<file path="src/rtl/slm_pkg.sv">
// Package: constants, modes, states and carriers for the sensor logger mode controller
package slm_pkg;

    localparam int unsigned CLK_HZ = 40_000_000;

    localparam int unsigned INIT_TIME_MS = 10;
    localparam int unsigned ERASE_TIME_MS = 5000;
    localparam int unsigned RATE_SLOW_HZ = 40;
    localparam int unsigned RATE_FAST_HZ = 160;
    localparam int unsigned HB_SLOW_MS = 500;
    localparam int unsigned HB_FAST_MS = 250;
    localparam int unsigned BLINK_MS = 100;

    localparam int unsigned INIT_CYCLES = CLK_HZ / 1000 * INIT_TIME_MS;
    localparam int unsigned ERASE_CYCLES = CLK_HZ / 1000 * ERASE_TIME_MS;
    localparam int unsigned RATE_SLOW_CYCLES = CLK_HZ / RATE_SLOW_HZ;
    localparam int unsigned RATE_FAST_CYCLES = CLK_HZ / RATE_FAST_HZ;
    localparam int unsigned HB_SLOW_CYCLES = CLK_HZ / 1000 * HB_SLOW_MS;
    localparam int unsigned HB_FAST_CYCLES = CLK_HZ / 1000 * HB_FAST_MS;
    localparam int unsigned BLINK_CYCLES = CLK_HZ / 1000 * BLINK_MS;

    localparam int CNT_W = 32;

    // Log flash: 256 KB held as 16-bit words
    localparam int unsigned FLASH_BYTES = 262144;
    localparam int unsigned FLASH_WORDS = FLASH_BYTES / 2;
    localparam int ADDR_W = 17;
    localparam logic [ADDR_W-1:0] ADDR_LAST = 17'h1ffff;
    localparam logic [ADDR_W-1:0] ADDR_FIRST = 17'h00000;

    localparam int DATA_W = 16;
    localparam logic [DATA_W-1:0] FILL_WORD = 16'hffff;

    // Pin positions inside the synchroniser vector
    localparam int PIN_N = 4;
    localparam int PIN_FIRST = 0;
    localparam int PIN_SECOND = 1;
    localparam int PIN_THIRD = 2;
    localparam int PIN_SENSE = 3;

    typedef enum logic [1:0] {
        SLM_ONLINE = 2'h0,
        SLM_OFFLINE = 2'h1,
        SLM_READOUT = 2'h2
    } slm_mode_e;

    // Gray along init -> erase -> ready -> active
    typedef enum logic [1:0] {
        SLM_INIT = 2'h0,
        SLM_ERASE = 2'h1,
        SLM_READY = 2'h3,
        SLM_ACTIVE = 2'h2
    } slm_state_e;

    typedef enum logic {
        SLM_PKT_DATA = 1'h0,
        SLM_PKT_REGS = 1'h1
    } slm_pkt_e;

    typedef struct packed {
        slm_pkt_e kind;
        logic [DATA_W-1:0] data;
    } slm_usb_s;

    typedef struct packed {
        logic [ADDR_W-1:0] addr;
        logic [DATA_W-1:0] data;
    } slm_flash_s;

endpackage

</file>
<file path="src/rtl/slm_mode_ctrl.sv">
// Module: operating-mode controller of the sensor logger, lamps, sample pacing and USB word buffer
// How it works
// RL1: green lamp blinks while samples are acquired
// RL2: digital module via serial bus, analogue via converter
// RL3: yellow lamp blinks while sending to host
// RL4: red lamp toggles each main loop pass
// RL5: all lamps lit in init, then off
// RL6: keys latched at init end choose mode
// RL7: offline mode erases whole flash before logging
// RL8: operator holds key before attaching unit
// RL9: online streams samples; first, second key ignored
// RL10: online third key sends register packet (digital)
// RL11: offline second key starts logging until full
// RL12: offline first key pauses; no key holds
// RL13: third key swaps 40/160 Hz before start
// RL14: red blink speed shows logging rate
// RL15: readout first key streams flash to host
// RL16: unwritten and past-end words sent as ones
// RL17: sense pin high digital, low analogue
// RL18: the two heartbeat speeds differ twofold
`timescale 1ns/100ps

module slm_mode_ctrl #(
    parameter int unsigned INIT_CYCLES = slm_pkg::INIT_CYCLES,
    parameter int unsigned ERASE_CYCLES = slm_pkg::ERASE_CYCLES,
    parameter int unsigned RATE_SLOW_CYCLES = slm_pkg::RATE_SLOW_CYCLES,
    parameter int unsigned RATE_FAST_CYCLES = slm_pkg::RATE_FAST_CYCLES,
    parameter int unsigned HB_SLOW_CYCLES = slm_pkg::HB_SLOW_CYCLES,
    parameter int unsigned HB_FAST_CYCLES = slm_pkg::HB_FAST_CYCLES,
    parameter int unsigned BLINK_CYCLES = slm_pkg::BLINK_CYCLES
) (
    input wire logic clk,
    input wire logic rst,
    input wire logic first_key,
    input wire logic second_key,
    input wire logic third_key,
    input wire logic module_type_sense,
    output logic acq_req,
    output logic acq_regs,
    output logic acq_serial,
    input wire logic acq_valid,
    input wire logic [slm_pkg::DATA_W-1:0] acq_data,
    output logic flash_erase,
    input wire logic flash_erase_done,
    output logic flash_wr_valid,
    output slm_pkg::slm_flash_s flash_wr,
    input wire logic flash_wr_ready,
    output logic flash_rd_req,
    output logic [slm_pkg::ADDR_W-1:0] flash_rd_addr,
    input wire logic flash_rd_valid,
    input wire logic [slm_pkg::DATA_W-1:0] flash_rd_data,
    output logic usb_valid,
    output slm_pkg::slm_usb_s usb_word,
    input wire logic usb_ready,
    output logic green_read_indicator,
    output logic yellow_transfer_indicator,
    output logic red_heartbeat_indicator,
    output slm_pkg::slm_mode_e mode,
    output logic rate_fast,
    output logic log_full
);

    function automatic logic period_end(input logic [slm_pkg::CNT_W-1:0] cnt, input int unsigned period);
        period_end = (cnt >= slm_pkg::CNT_W'(period - 1));
    endfunction

    logic [slm_pkg::PIN_N-1:0] pin_raw, pin_meta, pin_sync, pin_prev, press;
    slm_pkg::slm_state_e state;
    logic digital, started, rate_tick, hb_tick, blink_tick, sample_due, regs_due, acq_busy, rd_busy, past_end;
    logic [slm_pkg::CNT_W-1:0] phase_cnt, rate_cnt, hb_cnt, blink_cnt;
    logic [slm_pkg::ADDR_W-1:0] wr_addr;
    logic skid_valid, buf_ready, buf_push, active_online, active_offline, active_readout;
    slm_pkg::slm_usb_s skid_word, buf_in;
    logic issue_regs, issue_sample, issue_read, push_fill, wr_done, init_end, erase_end;

    // Keys and the sense pin are asynchronous; two flops before any use
    assign pin_raw = {module_type_sense, third_key, second_key, first_key};

    genvar gi;
    generate
        for (gi = 0; gi < slm_pkg::PIN_N; gi++) begin : g_sync
            always_ff @(posedge clk or posedge rst) begin
                if (rst) begin
                    pin_meta[gi] <= 1'b0;
                    pin_sync[gi] <= 1'b0;
                    pin_prev[gi] <= 1'b0;
                end else begin
                    pin_meta[gi] <= pin_raw[gi];
                    pin_sync[gi] <= pin_meta[gi];
                    pin_prev[gi] <= pin_sync[gi];
                end
            end
            assign press[gi] = pin_sync[gi] & ~pin_prev[gi];
        end
    endgenerate

    assign active_online = (state == slm_pkg::SLM_ACTIVE) && (mode == slm_pkg::SLM_ONLINE);
    assign active_offline = (state == slm_pkg::SLM_ACTIVE) && (mode == slm_pkg::SLM_OFFLINE);
    assign active_readout = (state == slm_pkg::SLM_ACTIVE) && (mode == slm_pkg::SLM_READOUT);
    assign init_end = (state == slm_pkg::SLM_INIT) && period_end(phase_cnt, INIT_CYCLES);
    assign erase_end = (state == slm_pkg::SLM_ERASE) && period_end(phase_cnt, ERASE_CYCLES) && flash_erase_done;
    assign wr_done = flash_wr_valid && flash_wr_ready;

    // One request in flight and a free skid entry guarantee room for the answer
    assign buf_ready = !skid_valid;
    assign issue_regs = active_online && regs_due && !acq_busy && buf_ready;
    assign issue_sample = sample_due && !acq_busy && !issue_regs
        && ((active_online && buf_ready) || (active_offline && !flash_wr_valid));
    assign issue_read = active_readout && !past_end && !rd_busy && buf_ready;
    assign push_fill = active_readout && past_end && buf_ready;

    always_comb begin
        buf_push = 1'b0;
        buf_in = '{kind: slm_pkg::SLM_PKT_DATA, data: slm_pkg::FILL_WORD};
        if (acq_valid && mode == slm_pkg::SLM_ONLINE) begin
            buf_push = 1'b1;
            buf_in = '{kind: acq_regs ? slm_pkg::SLM_PKT_REGS : slm_pkg::SLM_PKT_DATA, data: acq_data};
        end else if (flash_rd_valid) begin
            buf_push = 1'b1;
            buf_in = '{kind: slm_pkg::SLM_PKT_DATA, data: flash_rd_data};
        end else if (push_fill) begin
            buf_push = 1'b1; // see RL16
        end
    end

    // Mode, module type and state sequence
    always_ff @(posedge clk or posedge rst) begin
        if (rst) begin
            state <= slm_pkg::SLM_INIT;
            mode <= slm_pkg::SLM_ONLINE;
            digital <= 1'b1;
            phase_cnt <= '0;
        end else begin
            phase_cnt <= phase_cnt + 1'b1;
            unique case (state)
                slm_pkg::SLM_INIT: begin
                    if (init_end) begin
                        phase_cnt <= '0;
                        digital <= pin_sync[slm_pkg::PIN_SENSE]; // see RL17
                        // Held keys count, not presses: the key is down before power-up; see RL8
                        if (pin_sync[slm_pkg::PIN_FIRST]) begin
                            mode <= slm_pkg::SLM_OFFLINE; // see RL6
                            state <= slm_pkg::SLM_ERASE; // see RL7
                        end else if (pin_sync[slm_pkg::PIN_SECOND]) begin
                            mode <= slm_pkg::SLM_READOUT; // see RL6
                            state <= slm_pkg::SLM_READY;
                        end else begin
                            mode <= slm_pkg::SLM_ONLINE; // see RL6
                            state <= slm_pkg::SLM_ACTIVE; // see RL9
                        end
                    end
                end
                slm_pkg::SLM_ERASE: begin
                    if (erase_end) begin
                        state <= slm_pkg::SLM_READY; // see RL7
                    end
                end
                slm_pkg::SLM_READY: begin
                    if (mode == slm_pkg::SLM_OFFLINE && press[slm_pkg::PIN_SECOND] && !log_full) begin
                        state <= slm_pkg::SLM_ACTIVE; // see RL11
                    end else if (mode == slm_pkg::SLM_READOUT && press[slm_pkg::PIN_FIRST]) begin
                        state <= slm_pkg::SLM_ACTIVE; // see RL15
                    end
                end
                slm_pkg::SLM_ACTIVE: begin
                    if (mode == slm_pkg::SLM_OFFLINE) begin
                        if (press[slm_pkg::PIN_FIRST]) begin
                            state <= slm_pkg::SLM_READY; // see RL12
                        end else if (wr_done && flash_wr.addr == slm_pkg::ADDR_LAST) begin
                            state <= slm_pkg::SLM_READY; // see RL11
                        end
                    end
                end
            endcase
        end
    end

    always_ff @(posedge clk or posedge rst) begin
        if (rst) begin
            flash_erase <= 1'b0;
        end else begin
            flash_erase <= (state == slm_pkg::SLM_ERASE) && !erase_end; // see RL7
        end
    end

    // Logging rate may only change before the first start
    always_ff @(posedge clk or posedge rst) begin
        if (rst) begin
            rate_fast <= 1'b0;
            started <= 1'b0;
        end else begin
            if (active_offline) begin
                started <= 1'b1;
            end
            if (mode == slm_pkg::SLM_OFFLINE && state == slm_pkg::SLM_READY && !started
                    && press[slm_pkg::PIN_THIRD]) begin
                rate_fast <= !rate_fast; // see RL13
            end
        end
    end

    // Sample pacing: online runs at the fast rate
    always_ff @(posedge clk or posedge rst) begin
        if (rst) begin
            rate_cnt <= '0;
        end else if (state != slm_pkg::SLM_ACTIVE || rate_tick) begin
            rate_cnt <= '0;
        end else begin
            rate_cnt <= rate_cnt + 1'b1;
        end
    end
    assign rate_tick = period_end(rate_cnt,
        (rate_fast || mode == slm_pkg::SLM_ONLINE) ? RATE_FAST_CYCLES : RATE_SLOW_CYCLES); // see RL13

    // A tick that lands while busy is kept, not lost
    always_ff @(posedge clk or posedge rst) begin
        if (rst) begin
            sample_due <= 1'b0;
            regs_due <= 1'b0;
        end else begin
            if (rate_tick && (active_online || active_offline)) begin
                sample_due <= 1'b1;
            end else if (issue_sample || state != slm_pkg::SLM_ACTIVE) begin
                sample_due <= 1'b0;
            end
            if (active_online && digital && press[slm_pkg::PIN_THIRD]) begin
                regs_due <= 1'b1; // see RL10
            end else if (issue_regs) begin
                regs_due <= 1'b0;
            end
        end
    end

    // Sensor acquisition requests
    always_ff @(posedge clk or posedge rst) begin
        if (rst) begin
            acq_req <= 1'b0;
            acq_regs <= 1'b0;
            acq_serial <= 1'b1;
            acq_busy <= 1'b0;
        end else begin
            acq_req <= issue_regs || issue_sample;
            acq_serial <= digital; // see RL2
            if (issue_regs || issue_sample) begin
                acq_regs <= issue_regs; // see RL10
                acq_busy <= 1'b1;
            end else if (acq_valid) begin
                acq_busy <= 1'b0;
            end
        end
    end

    // Offline: each sample goes to the next flash word
    always_ff @(posedge clk or posedge rst) begin
        if (rst) begin
            flash_wr_valid <= 1'b0;
            flash_wr <= '0;
            wr_addr <= slm_pkg::ADDR_FIRST;
            log_full <= 1'b0;
        end else begin
            if (acq_valid && mode == slm_pkg::SLM_OFFLINE && !log_full) begin
                flash_wr_valid <= 1'b1; // see RL11
                flash_wr <= '{addr: wr_addr, data: acq_data};
            end else if (wr_done) begin
                flash_wr_valid <= 1'b0;
                wr_addr <= wr_addr + 1'b1;
                if (flash_wr.addr == slm_pkg::ADDR_LAST) begin
                    log_full <= 1'b1; // see RL11
                end
            end
        end
    end

    // Readout walks the whole flash, then keeps sending fill words
    always_ff @(posedge clk or posedge rst) begin
        if (rst) begin
            flash_rd_req <= 1'b0;
            flash_rd_addr <= slm_pkg::ADDR_FIRST;
            rd_busy <= 1'b0;
            past_end <= 1'b0;
        end else begin
            flash_rd_req <= issue_read; // see RL15
            if (issue_read) begin
                rd_busy <= 1'b1;
            end else if (flash_rd_valid) begin
                rd_busy <= 1'b0;
                if (flash_rd_addr == slm_pkg::ADDR_LAST) begin
                    past_end <= 1'b1; // see RL16
                end else begin
                    flash_rd_addr <= flash_rd_addr + 1'b1;
                end
            end
        end
    end

    // Two-entry buffer toward the host: output register plus skid entry
    always_ff @(posedge clk or posedge rst) begin
        if (rst) begin
            usb_valid <= 1'b0;
            usb_word <= '0;
            skid_valid <= 1'b0;
            skid_word <= '0;
        end else if (!usb_valid || usb_ready) begin
            if (skid_valid) begin
                usb_valid <= 1'b1;
                usb_word <= skid_word;
                skid_valid <= buf_push;
                skid_word <= buf_in;
            end else begin
                usb_valid <= buf_push; // see RL9
                usb_word <= buf_in;
            end
        end else if (buf_push) begin
            skid_valid <= 1'b1;
            skid_word <= buf_in;
        end
    end

    // Heartbeat period: slow normally, fast only for the 160 Hz logging rate
    always_ff @(posedge clk or posedge rst) begin
        if (rst) begin
            hb_cnt <= '0;
            blink_cnt <= '0;
        end else begin
            hb_cnt <= hb_tick ? '0 : hb_cnt + 1'b1;
            blink_cnt <= blink_tick ? '0 : blink_cnt + 1'b1;
        end
    end
    assign hb_tick = period_end(hb_cnt,
        (mode == slm_pkg::SLM_OFFLINE && rate_fast) ? HB_FAST_CYCLES : HB_SLOW_CYCLES); // see RL14, RL18
    assign blink_tick = period_end(blink_cnt, BLINK_CYCLES);

    always_ff @(posedge clk or posedge rst) begin
        if (rst) begin
            green_read_indicator <= 1'b1;
            yellow_transfer_indicator <= 1'b1;
            red_heartbeat_indicator <= 1'b1;
        end else if (state == slm_pkg::SLM_INIT) begin
            green_read_indicator <= !init_end; // see RL5
            yellow_transfer_indicator <= !init_end; // see RL5
            red_heartbeat_indicator <= !init_end; // see RL5
        end else begin
            if (hb_tick) begin
                red_heartbeat_indicator <= !red_heartbeat_indicator; // see RL4
            end
            if (!(active_online || active_offline)) begin
                green_read_indicator <= 1'b0;
            end else if (blink_tick) begin
                green_read_indicator <= !green_read_indicator; // see RL1
            end
            if (!(active_online || active_readout || usb_valid)) begin
                yellow_transfer_indicator <= 1'b0;
            end else if (blink_tick) begin
                yellow_transfer_indicator <= !yellow_transfer_indicator; // see RL3
            end
        end
    end

endmodule

</file>
<file path="config.mk">
export PLATFORM = sky130hd
export DESIGN_NAME = slm_mode_ctrl
export DESIGN_NICKNAME = d
export VERILOG_FILES = /design/src/rtl/slm_pkg.sv /design/src/rtl/slm_mode_ctrl.sv
export SDC_FILE = /design/constraint.sdc
export NUM_CORES = 1
export LEC_CHECK = 0
export BUFFER_PORTS_ARGS = -buffer_cell sky130_fd_sc_hd__buf_2
export CAP_MARGIN = 40
export CORE_MARGIN = 1
export CORE_UTILIZATION = 55
export CTS_BUF_LIST = sky130_fd_sc_hd__clkbuf_2 sky130_fd_sc_hd__clkbuf_4 sky130_fd_sc_hd__clkbuf_8
export DETAILED_ROUTE_END_ITERATION = 16
export GPL_TIMING_DRIVEN = 1
export PLACE_DENSITY = 0.78
export SYNTH_ARGS = -nofsm -noshare
export SYNTH_HDL_FRONTEND = slang
export SYNTH_SLANG_ARGS = --single-unit
</file>
<file path="constraint.sdc">
create_clock -name clk -period 13.4 [get_ports clk]
set_input_delay 4.02 -clock clk [delete_from_list [all_inputs] [get_ports clk]]
set_output_delay 4.02 -clock clk [all_outputs]
set_load 0.005 [all_outputs]
</file>
==> After elaboration in Yosys (flattened, before gate mapping) <==
Index checks and enable logic that the tools add are counted.
{ "word_totals": {"latchBits": 0, "register_bits": 264, "n_memories": 0, "inputBits": 43, "ram_bits": 0, "rom_bits": 0} }
{ "op_classes": {"shift": 0, "order_cmp": 5, "eq_ne": 16, "mux": 51, "n_reduce_logical": 75, "bitwise_logic": 9, "mul": 0, "addsub": 8, "div": 0} }
{ "ops": {"columns": ["operator", "count"], "rows": [
  ["$mux 32", 5],
  ["$add 32x1->32 const B", 4],
  ["$mux 17", 5],
  ["$ge 32x32->1", 2],
  ["$logic_and 1x1->1", 35],
  ["$add 17x1->17 const B", 2],
  ["$eq 17x17->1 const B", 2],
  ["$ge 32x19->1 const B", 1],
  ["$ge 32x22->1 const B", 1],
  ["$ge 32x28->1 const B", 1],
  ["$mux 1", 27],
  ["$sub 25x1->26 const B", 1],
  ["$mux 25", 1],
  ["$sub 20x1->21 const B", 1],
  ["$mux 2", 10],
  ["$mux 20", 1],
  ["$mux 16", 1],
  ["$logic_not 1->1", 15],
  ["$reduce_bool 2->1", 7],
  ["$logic_or 1x1->1", 9],
  ["$reduce_and 3->1", 3],
  ["$ne 2x2->1 const B", 4],
  ["$pmux 2 s4", 1],
  ["$eq 2x2->1 const B", 3],
  ["9 further kinds", 22]
]} }

==> Depth between registers and ports, before layout <==
{ "logic_depth": {"ltp_word": 11, "ltp_mapped": 13, "ltp_nobuf": 11} }

==> Least setup slack after synthesis <==
OpenSTA, ideal clock, no wires.
{ "synth_timing": {"kind": "in2reg", "start": "input acq_valid", "end": "register wr_addr[15] in the netlist's numbering", "setup_slack_ps": 7965, "t_required_ps": 13277, "t_arrival_ps": 5313, "path_stages": 6, "path_cell_list": "nor4bb_1 > buf_2 > nor2_4 > nand4_1 > or4_1 > xnor2_1"} }
{ "synth_between": {"elab_chain_len": 4} }
{ "synth_lines": {"columns": ["element", "line", "rtl"], "rows": [
  ["from (decl)", "slm_mode_ctrl.sv:41", "input wire logic acq_valid,"],
  ["$logic_and 1x1->1 (2 in a row)", "slm_mode_ctrl.sv:261", "if (acq_valid && mode == slm_pkg::SLM_OFFLINE && !log_full) begin"],
  ["$not 1->1 (no line)", null, null],
  ["$reduce_and 2->1 (no line)", null, null],
  ["to (signal assigned)", "slm_mode_ctrl.sv:258", "wr_addr <= slm_pkg::ADDR_FIRST;"],
  ["to (signal assigned)", "slm_mode_ctrl.sv:266", "wr_addr <= wr_addr + 1'b1;"],
  ["to (decl)", "slm_mode_ctrl.sv:71", "logic [slm_pkg::ADDR_W-1:0] wr_addr;"]
]} }
No other way between the ends.
A chain may end at the register's enable or synchronous reset.

==> Worst setup path in the final report <==
{ "layout_timing": {"start": "register mode[1]", "end": "output mode[1]"} }
{ "layout_rtl": {"columns": ["element", "line", "rtl"], "rows": [
  ["from (decl)", "slm_mode_ctrl.sv:58", "output slm_pkg::slm_mode_e mode,"],
  ["from (signal assigned)", "slm_mode_ctrl.sv:130", "mode <= slm_pkg::SLM_ONLINE;"],
  ["from (signal assigned)", "slm_mode_ctrl.sv:142", "mode <= slm_pkg::SLM_OFFLINE;"],
  ["from (signal assigned)", "slm_mode_ctrl.sv:145", "mode <= slm_pkg::SLM_READOUT;"]
]} }
No word-level cell between the ends.

==> metrics.yaml <==
setup_viol: 0
tns_ps: 0
dieArea_mm2: 0.0224
hold_path.class: "reg -> reg"
cpLargestDelayFamily: "flip-flops"
setup.worst_path.end_class: "output port"
fin_skew_ps: 18.2
routed_via_density: 5.41
start_util_pct: 56.6
cp_slowest_stage_delay_ps: 620
fin_nets: 1352
crit_chain: "buf_2"
clkSinkCount: 264
ys_ff_latch: 264
cp_slowest_cell: "dfrtp_1"
fp-row-count: 53
path_clk_slew_ps: 60
maxCapViolCount: 0
io_buffer_count: 123
die_width_um: 150
clk_latency_ps: 550
dieHeight_um: 150
dpl.hpwl_mm: 16.3
finalHoldViolations: 0
synth_edf_count: 0
startpoint: "mode[1]$_DFFE_PP0P_"
synthArstFlopShare_pct: 100
synth_area_per_cell_um2: 10.8
grt_pass1_vias: 8322
worstPathRequired_ps: 9380
diodes: 0
pin_count: 124
syn_area_mm2: 0.0120
ff2ff_setup_slack_ps: 10090
finalCritPeriodShare_pct: 40.3
path_max_fanout: 11
synth_cell_types: 61
seq_area_frac_synth_pct: 55.2
post_cts_resized: 0
fin_util_pct: 66.0
postRouteAntennaNets: 0
worst_pin_slew_ps: 867
root_buffer: "clkbuf_8"
grt_pass1_wl_mm: 40.2
cp-endpoint: "mode[1]"
critPathKind: "reg -> out"
antenna_found_initial: 1
numCtsBuffers: 43
worst-path-buf-inv: 1
power_density_mw_per_mm2: 125
mostFrequentLayoutCell: "dfrtp_1"
clk_path_buf_depth: 3
grt_max_degree: 117
ys.warnings.count: 0
rsz0062_at_grt: "no"
htreeDepth: 2
gp_congestion: 0.805
r2r_cells: 10
outcome: "complete, no violations"
slew_headroom_pct: 42.0
ir_worst_vdd_mv: 0.0800
wl_per_cell_um: 15.1
core_mm2: 0.0212
fin_hold_ws_ps: 358
syn2layout_area_growth_pct: 16.6
grtUsageTotal_pct: 22.2
arrival_ps: 1380
drive_gt1_share_pct: 20.9
syn-instance-count: 1108
fmax_mhz: 185
drc: 0
final_cell_mix: "dfrtp_1 (259), nor2_1 (139), buf_2 (123)"
final_area_mm2: 0.0140
period_needed_ps: 5400
p_leak_nw: 6.52
path_depth: 1
first_pass_iters: 4
drv_slew: 0
drtIter0Drc: 370
cts_tree: "done"
wirelength_mm: 23.9
cts_setup_buffers: 0
synth_ff_type: "dfrtp_1"
dpl_cell_area_mm2: 0.0130
cp-start-kind: "flip-flop"
postCtsHoldBufs: 0
grt_overflow: 0
vias: 8546
r2r-end: "hb_cnt[5]$_DFF_PP0_"
fillers: 1660
rr_startpoint: "mode[1]$_DFFE_PP0P_"
## synth_stat cells, types with 4 or more instances
cell type | instances | area [um2]
nor2_1 | 139 | 522
buf_1 | 4 | 15.0
o21a_1 | 18 | 135
o211ai_1 | 20 | 150
o21ai_0 | 39 | 195
nor2_4 | 9 | 101
a31oi_1 | 4 | 25.0
nor2b_1 | 6 | 37.5
nand3_1 | 55 | 275
clkbuf_1 | 26 | 97.6
and2_1 | 5 | 31.3
and4_1 | 7 | 61.3
nand4_1 | 36 | 225
dfrtp_1 | 259 | 6480
nand2b_1 | 6 | 37.5
nand2_1 | 99 | 372
inv_1 | 27 | 101
a21o_1 | 5 | 37.5
nor3_1 | 21 | 105
a21oi_1 | 14 | 70.1
xor2_1 | 59 | 517
nand4b_1 | 5 | 43.8
dfstp_2 | 5 | 131
nand3b_1 | 17 | 128
and3_1 | 22 | 138
mux2_2 | 40 | 450
xnor2_1 | 65 | 569
nor4_1 | 11 | 68.8
ha_1 | 31 | 388
nor4bb_1 | 5 | 50.1
## power breakdown
part	leakage [nW]	internal, mW	switching [mW]
sequential	3.43	0.836	0.0269
combinational	2.59	0.0519	0.0654
clock	0.501	0.456	0.312
## through the flow
step	cells	total power, mW	worst slack [ps]
final	1581	1.75	8000
after CTS	1581	1.77	7990
after global placement	1505	0.990	7540
after detailed placement	1508	0.996	7520
after global routing	1581	1.82	7940
after floorplan	1134	0.941	2120
## cell type report
class / instances / area, um2 / area share (%)
clock inverter: 7 / 116 / 0.833
inverter: 27 / 109 / 0.780
sequential: 264 / 6610 / 47.4
tap: 275 / 344 / 2.46
timing repair buffer: 135 / 733 / 5.25
multi-input combinational: 807 / 5210 / 37.3
clock buffer: 66 / 840 / 6.01
## metal layers
| layer | track usage [%] | part of all wire, % | wire, um |
|---|---|---|---|
| met1 | 32.2 | 48 | 11400 |
| met2 | 33.5 | 45 | 10900 |
| met3 | 4.45 | 4.6 | 1090 |
| met4 | 7.50 | 2.1 | 496 |
| met5 | 0 | 0.033 | 8 |
## cell families after synthesis
kind of cell    after synthesis  share of synthesized area (%)
buf+inv                      63                           2.27
mux                          41                           3.85
flops                       264                           55.2
other cells                   1                         0.0313
xor+xnor                    124                           9.07
fa+ha+maj                    32                           3.32
simple gates                466                           19.9
compound gates              117                           6.29
## how the worst min path moves through the flow
| stage | from | to | slack [ps] | cells after the start |
|---|---|---|---|---|
| finish | pin_meta[2]$_DFF_PP0_ | pin_sync[2]$_DFF_PP0_ | 360 | 0 |
| global route | pin_meta[3]$_DFF_PP0_ | pin_sync[3]$_DFF_PP0_ | 370 | 0 |
| CTS | pin_meta[2]$_DFF_PP0_ | pin_sync[2]$_DFF_PP0_ | 360 | 0 |
| detailed placement | pin_meta[2]$_DFF_PP0_ | pin_sync[2]$_DFF_PP0_ | 350 | 0 |
| global placement | pin_meta[2]$_DFF_PP0_ | pin_sync[2]$_DFF_PP0_ | 340 | 0 |
| floorplan | pin_meta[0]$_DFF_PP0_ | pin_sync[0]$_DFF_PP0_ | 330 | 0 |
## flip-flops by register name (all words and copies together), names as in the netlist, 2 cells and up
name	flops
flash_wr	33
hb_cnt	32
skid_word	17
wr_addr	17
pin_sync	4
phase_cnt	32
pin_prev	3
rate_cnt	32
pin_meta	4
usb_word	17
mode	2
blink_cnt	32
flash_rd_addr	17
state	2
(Power assumes the default switching activity.)
